--- src/rtl/omcc_pkg.sv ---
// What this block does
// - In fast running mode the CPU clock comes from the fast oscillator divided by 1 to 64, set by the divider select and high/low select.
// - In slow running mode the CPU clock comes from the sub clock and the fast clock is switched off.
// - A halt with idle enable clear enters sleep mode and stops the CPU.
// - In sleep mode the sub clock keeps running so the watchdog keeps counting.
// - A halt with idle enable set and keep-on clear enters deep idle mode.
// - Deep idle stops the system oscillator and the CPU clock while watchdog and timer keep running.
// - A halt with idle enable and keep-on both set enters clocked idle mode.
// - Clocked idle gates the CPU clock but keeps the selected system oscillator running for peripherals.
// - Clocked idle keeps the watchdog clock enabled from the sub clock.
// - The 8-bit mode register holds divider select in bits 7..5, oscillator ready flags in bits 3..2, idle enable in bit 1 and high/low select in bit 0, resetting to 8'h03.
package omcc_pkg;
    // Register map
    localparam logic [1:0] OMCC_ADDR_MODE = 2'h0;
    localparam logic [1:0] OMCC_ADDR_CTRL = 2'h1;
    localparam logic [7:0] OMCC_MODE_RESET = 8'h03;
    localparam logic [7:0] OMCC_CTRL_RESET = 8'h00;
    // Mode and control register fields
    localparam int OMCC_DIV_HI = 7;
    localparam int OMCC_DIV_LO = 5;
    localparam int OMCC_LOW_RDY_BIT = 3;
    localparam int OMCC_HIGH_RDY_BIT = 2;
    localparam int OMCC_IDLE_EN_BIT = 1;
    localparam int OMCC_HL_SEL_BIT = 0;
    localparam int OMCC_KEEP_ON_BIT = 0;
    // Divider encodings
    localparam logic [2:0] OMCC_DIV_FIRST_FAST = 3'h2;
    localparam logic [5:0] OMCC_DIV_MASK_64 = 6'h3F;

    // Operating modes, Gray coded in the order listed
    typedef enum logic [2:0] {
        OMCC_RUN_FAST = 3'b000,
        OMCC_RUN_SLOW = 3'b001,
        OMCC_SLEEP = 3'b011,
        OMCC_DEEP_IDLE = 3'b010,
        OMCC_CLOCKED_IDLE = 3'b110
    } omcc_mode_t;
endpackage

--- src/rtl/omcc_clock_control.sv ---
`timescale 1ns/1ps
`default_nettype none
module omcc_clock_control
(
    // Clock and reset
    input wire logic clk,
    input wire logic reset_n,
    // Register port
    input wire logic [1:0] reg_addr,
    input wire logic [7:0] reg_wdata,
    input wire logic reg_wr,
    input wire logic reg_rd,
    output logic [7:0] reg_rdata,
    // Oscillator ticks and status
    input wire logic fast_tick,
    input wire logic sub_tick,
    input wire logic high_osc_stable,
    input wire logic low_osc_stable,
    // CPU events
    input wire logic halt_instruction,
    input wire logic wake_event,
    // Clock enables and status
    output logic cpu_clk_en,
    output logic sys_clk_en,
    output logic fast_osc_on,
    output logic sub_clk_en,
    output logic wdt_clk_en,
    output logic timer_clk_en,
    output var omcc_pkg::omcc_mode_t mode
);
    import omcc_pkg::*;

    logic [2:0] div_sel_q;
    logic idle_en_q;
    logic hl_sel_q;
    logic keep_on_q;
    logic low_rdy_q;
    logic high_rdy_q;
    logic [5:0] div_cnt_q;
    omcc_mode_t mode_q;
    omcc_mode_t mode_d;
    logic [7:0] rdata_q;
    logic cpu_en_q;
    logic sys_en_q;
    logic fast_on_q;
    logic sub_en_q;
    logic wdt_en_q;
    logic timer_en_q;
    logic fast_sel;
    logic [5:0] div_mask;
    logic div_tick;
    logic sys_tick;
    logic running;
    logic running_d;
    logic [7:0] mode_reg;

    // Writable fields of the mode register
    always_ff @(posedge clk)
    begin
        if (!reset_n)
        begin
            div_sel_q <= OMCC_MODE_RESET[OMCC_DIV_HI:OMCC_DIV_LO];
            idle_en_q <= OMCC_MODE_RESET[OMCC_IDLE_EN_BIT];
            hl_sel_q <= OMCC_MODE_RESET[OMCC_HL_SEL_BIT];
        end
        else if (reg_wr && reg_addr == OMCC_ADDR_MODE)
        begin
            div_sel_q <= reg_wdata[OMCC_DIV_HI:OMCC_DIV_LO];
            idle_en_q <= reg_wdata[OMCC_IDLE_EN_BIT];
            hl_sel_q <= reg_wdata[OMCC_HL_SEL_BIT];
        end
    end

    // Keep-on bit in its own control register
    always_ff @(posedge clk)
    begin
        if (!reset_n)
            keep_on_q <= OMCC_CTRL_RESET[OMCC_KEEP_ON_BIT];
        else if (reg_wr && reg_addr == OMCC_ADDR_CTRL)
            keep_on_q <= reg_wdata[OMCC_KEEP_ON_BIT];
    end

    // Ready flags are read-only, sampled from the oscillators
    always_ff @(posedge clk)
    begin
        if (!reset_n)
        begin
            low_rdy_q <= OMCC_MODE_RESET[OMCC_LOW_RDY_BIT];
            high_rdy_q <= OMCC_MODE_RESET[OMCC_HIGH_RDY_BIT];
        end
        else
        begin
            low_rdy_q <= low_osc_stable;
            high_rdy_q <= high_osc_stable && fast_on_q;
        end
    end

    // Register image; bit 4 unused reads zero
    always_comb
    begin
        mode_reg = 8'h00;
        mode_reg[OMCC_DIV_HI:OMCC_DIV_LO] = div_sel_q;
        mode_reg[OMCC_LOW_RDY_BIT] = low_rdy_q;
        mode_reg[OMCC_HIGH_RDY_BIT] = high_rdy_q;
        mode_reg[OMCC_IDLE_EN_BIT] = idle_en_q;
        mode_reg[OMCC_HL_SEL_BIT] = hl_sel_q;
    end

    // Read data one cycle after the strobe, zero otherwise
    always_ff @(posedge clk)
    begin
        if (!reset_n)
            rdata_q <= 8'h00;
        else if (reg_rd && reg_addr == OMCC_ADDR_MODE)
            rdata_q <= mode_reg;
        else if (reg_rd && reg_addr == OMCC_ADDR_CTRL)
            rdata_q <= {7'h00, keep_on_q};
        else
            rdata_q <= 8'h00;
    end

    // Clock source selection
    assign fast_sel = hl_sel_q || (div_sel_q >= OMCC_DIV_FIRST_FAST);
    assign div_mask = OMCC_DIV_MASK_64 >> (div_sel_q - OMCC_DIV_FIRST_FAST);
    assign div_tick = fast_tick && ((div_cnt_q & div_mask) == div_mask);
    assign sys_tick = hl_sel_q ? fast_tick : (fast_sel ? div_tick : sub_tick);
    assign running = (mode_q == OMCC_RUN_FAST) || (mode_q == OMCC_RUN_SLOW);
    // Next-cycle view, so the system enable drops in the same edge as the mode
    assign running_d = (mode_d == OMCC_RUN_FAST) || (mode_d == OMCC_RUN_SLOW);

    // Prescaler counts fast ticks; frozen while the fast oscillator is off
    always_ff @(posedge clk)
    begin
        if (!reset_n)
            div_cnt_q <= 6'h00;
        else if (fast_tick && fast_on_q)
            div_cnt_q <= div_cnt_q + 6'h01;
    end

    // Mode sequencing: halt picks a low-power mode, wake returns to running
    always_comb
    begin
        mode_d = mode_q;
        if (running)
        begin
            mode_d = fast_sel ? OMCC_RUN_FAST : OMCC_RUN_SLOW;
            if (halt_instruction)
            begin
                if (!idle_en_q)
                    mode_d = OMCC_SLEEP;
                else if (!keep_on_q)
                    mode_d = OMCC_DEEP_IDLE;
                else
                    mode_d = OMCC_CLOCKED_IDLE;
            end
        end
        else if (wake_event)
        begin
            mode_d = fast_sel ? OMCC_RUN_FAST : OMCC_RUN_SLOW;
        end
    end

    always_ff @(posedge clk)
    begin
        if (!reset_n)
            mode_q <= OMCC_RUN_FAST;
        else
            mode_q <= mode_d;
    end

    // Oscillator enable; fast off unless selected and needed
    always_ff @(posedge clk)
    begin
        if (!reset_n)
            fast_on_q <= 1'b1;
        else
        begin
            case (mode_d)
                OMCC_RUN_FAST: fast_on_q <= 1'b1;
                OMCC_RUN_SLOW: fast_on_q <= 1'b0;
                OMCC_CLOCKED_IDLE: fast_on_q <= fast_sel;
                OMCC_SLEEP: fast_on_q <= 1'b0;
                OMCC_DEEP_IDLE: fast_on_q <= 1'b0;
                default: fast_on_q <= 1'b0;
            endcase
        end
    end

    // Clock enables, registered so outputs are glitch free
    always_ff @(posedge clk)
    begin
        if (!reset_n)
        begin
            cpu_en_q <= 1'b0;
            sys_en_q <= 1'b0;
            sub_en_q <= 1'b0;
            wdt_en_q <= 1'b0;
            timer_en_q <= 1'b0;
        end
        else
        begin
            cpu_en_q <= running && sys_tick;
            sys_en_q <= (running_d || mode_d == OMCC_CLOCKED_IDLE) && sys_tick;
            sub_en_q <= sub_tick;
            wdt_en_q <= sub_tick;
            timer_en_q <= (mode_q == OMCC_DEEP_IDLE || mode_q == OMCC_SLEEP) ? sub_tick :
                ((running || mode_q == OMCC_CLOCKED_IDLE) && sys_tick);
        end
    end

    // Outputs straight from flops
    assign reg_rdata = rdata_q;
    assign cpu_clk_en = cpu_en_q;
    assign sys_clk_en = sys_en_q;
    assign fast_osc_on = fast_on_q;
    assign sub_clk_en = sub_en_q;
    assign wdt_clk_en = wdt_en_q;
    assign timer_clk_en = timer_en_q;
    assign mode = mode_q;
endmodule
`default_nettype wire

--- config.mk ---
export PLATFORM = sky130hd
export DESIGN_NAME = omcc_clock_control
export DESIGN_NICKNAME = d
export VERILOG_FILES = /design/src/rtl/omcc_pkg.sv /design/src/rtl/omcc_clock_control.sv
export SDC_FILE = /design/constraint.sdc
export NUM_CORES = 1
export LEC_CHECK = 0
export BUFFER_PORTS_ARGS = -buffer_cell sky130_fd_sc_hd__buf_2
export CAP_MARGIN = 20
export CORE_UTILIZATION = 46
export DETAILED_ROUTE_END_ITERATION = 10
export PLACE_DENSITY = 0.73
export SYNTH_ARGS = -nofsm -noshare
export SYNTH_HDL_FRONTEND = slang
export SYNTH_SLANG_ARGS = --single-unit
--- constraint.sdc ---
create_clock -name clk -period 1.97 [get_ports clk]
set_input_delay 0.394 -clock clk [delete_from_list [all_inputs] [get_ports clk]]
set_output_delay 0.394 -clock clk [all_outputs]
set_load 0.03 [all_outputs]
==> metrics.txt <==
Rows 18; clock latency on the worst-skew pair 0.33 ns; gr busiest metal met2; DP Worst Slack 0.2917 ns; worst min path class input port to register; sequential-to-total area share from yosys stat 47.30%; DRT antenna net count 0; area occupied by multi-input gates 598.1 sq um; RSZ-0062 raised after global routing false; hold buffer count at CTS 0; Design Area, Final 0.001458 sq mm; Peak supply drop 0.6528 mV; IO Pins 37; clock sink total 29; Post-Syn Area 0.001227 sq mm; switching portion of total power 27.76%; Root Buffer clkbuf_4; Period Utilization, post-route 86.09%; CP Launch Type register; Data arrival, critical path 1.96 ns; final hold violations 0; via count 993; Final Util 58.31%; FMAX 589.6 MHz; Syn Inst Count 131; Initial Utilization 49.10%; setup TNS after final layout 0 ns; layout cells sized above 1 26.35%; Synth Register Bits 29; setup violators final 0; die width 53.66 microns; Flop pwr share 56.4%; Post-synth EDFFs 0; minimum clock period 1.696 ns; vias in the first global route 842; initial antenna violation count 0; hold slack final 0.2750 ns; crit-path max FO 5; Routed WL per cell 11.64 microns; Storage cell area 580.6 sq um; unique cell type count in the Yosys netlist 34; die height 53.66 microns; Static Leak 0.6498 nW; gr usage total 18.25%; Clock Tree Buf Depth 2; initial drt markers 17; post_cts resized 0; Worst setup EP type register; met1 GRT Util 20.42%; share of total power in combinational logic 13.9%; CTS H-tree depth 2; worst setup margin 0.2740 ns; Setup Crit Path Kind register to register; Synth Net Count 155; max reg flops 7; Mean Syn Cell Area 9.370 sq um; Max Cap Violations 0; total grt overflow 0; Core Box Area 0.002500 sq mm; switching pwr 0.3112 mW; # diodes 0; Pint 0.8099 mW; placement-stage cell area 0.001406 sq mm; async set or reset register ratio after synthesis 0%; global-route wire length before repair 3581 microns; pwr/cell area 769.1 mW/mm^2; Routed WL 2294 microns; die area 0.002879 sq mm; CTS buffer count 5; Nets 190; IO buf count 32; drt drc 0; GR Util met2 29.17%; status completed; dpl hpwl 1650 microns; WP data required 2.23 ns; largest net degree at the start of global routing 22; Pins Over Slew Limit 0; Setup Buffers After CTS 0; Yosys warning total 0; clk_skew 0.009097 ns; DR pass1 iterations 4; CTS tree yes; Area growth, synth to finish 18.76%; clock share of power 29.7%; clk slew on worst S/H paths 0.09 ns; GRT met3 Usage 8.757%; vias per cell 5.041; Post-synth top flop dfxtp_1; Placer Congestion 0.8433; fillers 226
==> logic make-up after synthesis <==
group | count (synthesis) | synth area share (%)
xor+xnor | 4 | 2.854
fa+ha+maj | 4 | 4.078
mux | 6 | 4.893
flops | 29 | 47.30
simple gates | 54 | 25.38
compound gates | 22 | 11.21
buf+inv | 11 | 3.975
other cells | 1 | 0.3055
==> final cells by class <==
class,count,share of cell area (%)
multi-input combinational,91,41.03
sequential,29,39.83
timing repair buffer,33,11.50
clock buffer,6,2.833
tap,30,2.575
inverter,6,1.545
clock inverter,2,0.6867
==> per-stage QoR <==
| stage | total power, mW | std cells |
|---|---|---|
| final | 1.121 | 197 |
| after global routing | 1.184 | 197 |
| after CTS | 1.137 | 197 |
| after detailed placement | 0.8014 | 189 |
| after global placement | 0.7981 | 189 |
| after floorplan | 0.7511 | 131 |
==> power by group through the flow <==
stage / Combinational, mW / Clock (mW) / Sequential [mW]
final: 0.156 / 0.333 / 0.632
after global routing: 0.172 / 0.376 / 0.637
after CTS: 0.157 / 0.348 / 0.632
after detailed placement: 0.156 / 0 / 0.646
after global placement: 0.154 / 0 / 0.645
after floorplan: 0.0772 / 0 / 0.674
==> layout by cell type (no fill, tap or decap), drive strengths merged <==
cell type and instances:
ha 4, a221oi 1, clkinv 2, or2 1
and3 1, nand4b 1, a211o 1, o22ai 1
nand3b 2, o311ai 1, a21boi 3, mux2i 6
inv 6, nor3 2, nor2b 8, clkbuf 6
nor3b 2, and2 11, nand4 1, xnor2 4
nand2b 2, nor2 9, dfxtp 29, buf 33
o21a 1, a21oi 4, o211ai 2, nand2 10
conb 1, or3 1, o21ai 8, nand3 2
or4 1
==> Yosys cell counts (3+ instances only) <==
| library cell | number | area, sq um |
|---|---|---|
| a21boi_0 | 3 | 22.52 |
| a21oi_1 | 4 | 20.02 |
| and2_1 | 11 | 68.82 |
| clkbuf_1 | 3 | 11.26 |
| dfxtp_1 | 29 | 580.6 |
| ha_1 | 4 | 50.05 |
| inv_1 | 6 | 22.52 |
| mux2i_1 | 6 | 60.06 |
| nand2_1 | 9 | 33.78 |
| nor2_1 | 9 | 33.78 |
| nor2b_1 | 8 | 50.05 |
| o21ai_0 | 8 | 40.04 |
| xnor2_1 | 4 | 35.03 |
==> worst max-delay path, stage by stage (launching register included) <==
cell,delay [ns]
dfxtp_1,0.37
inv_1,0.11
ha_1,0.23
nor2b_1,0.15
a211o_1,0.27
a221oi_1,0.31
o22ai_1,0.13
o21ai_0,0.08
==> metal layers <==
metal	part of all wire [%]	wire (microns)
met1	45	1025
met2	47	1085
met3	6.7	154
met4	1.3	29
met5	0	0
==> path summary, 6_finish.rpt <==
| path | startpoint | endpoint | slack, ns | cells past startpoint |
|---|---|---|---|---|
| worst max register to register | div_sel_q[1] | timer_clk_en | 0.27 | 7 |
| worst min register to register | low_rdy_q | reg_rdata[3] | 0.44 | 1 |
| worst max-delay path | div_sel_q[1] | timer_clk_en | 0.27 | 7 |
| worst min-delay path | low_osc_stable | low_rdy_q | 0.28 | 2 |
No activity file was read; power rests on OpenSTA's default activity.
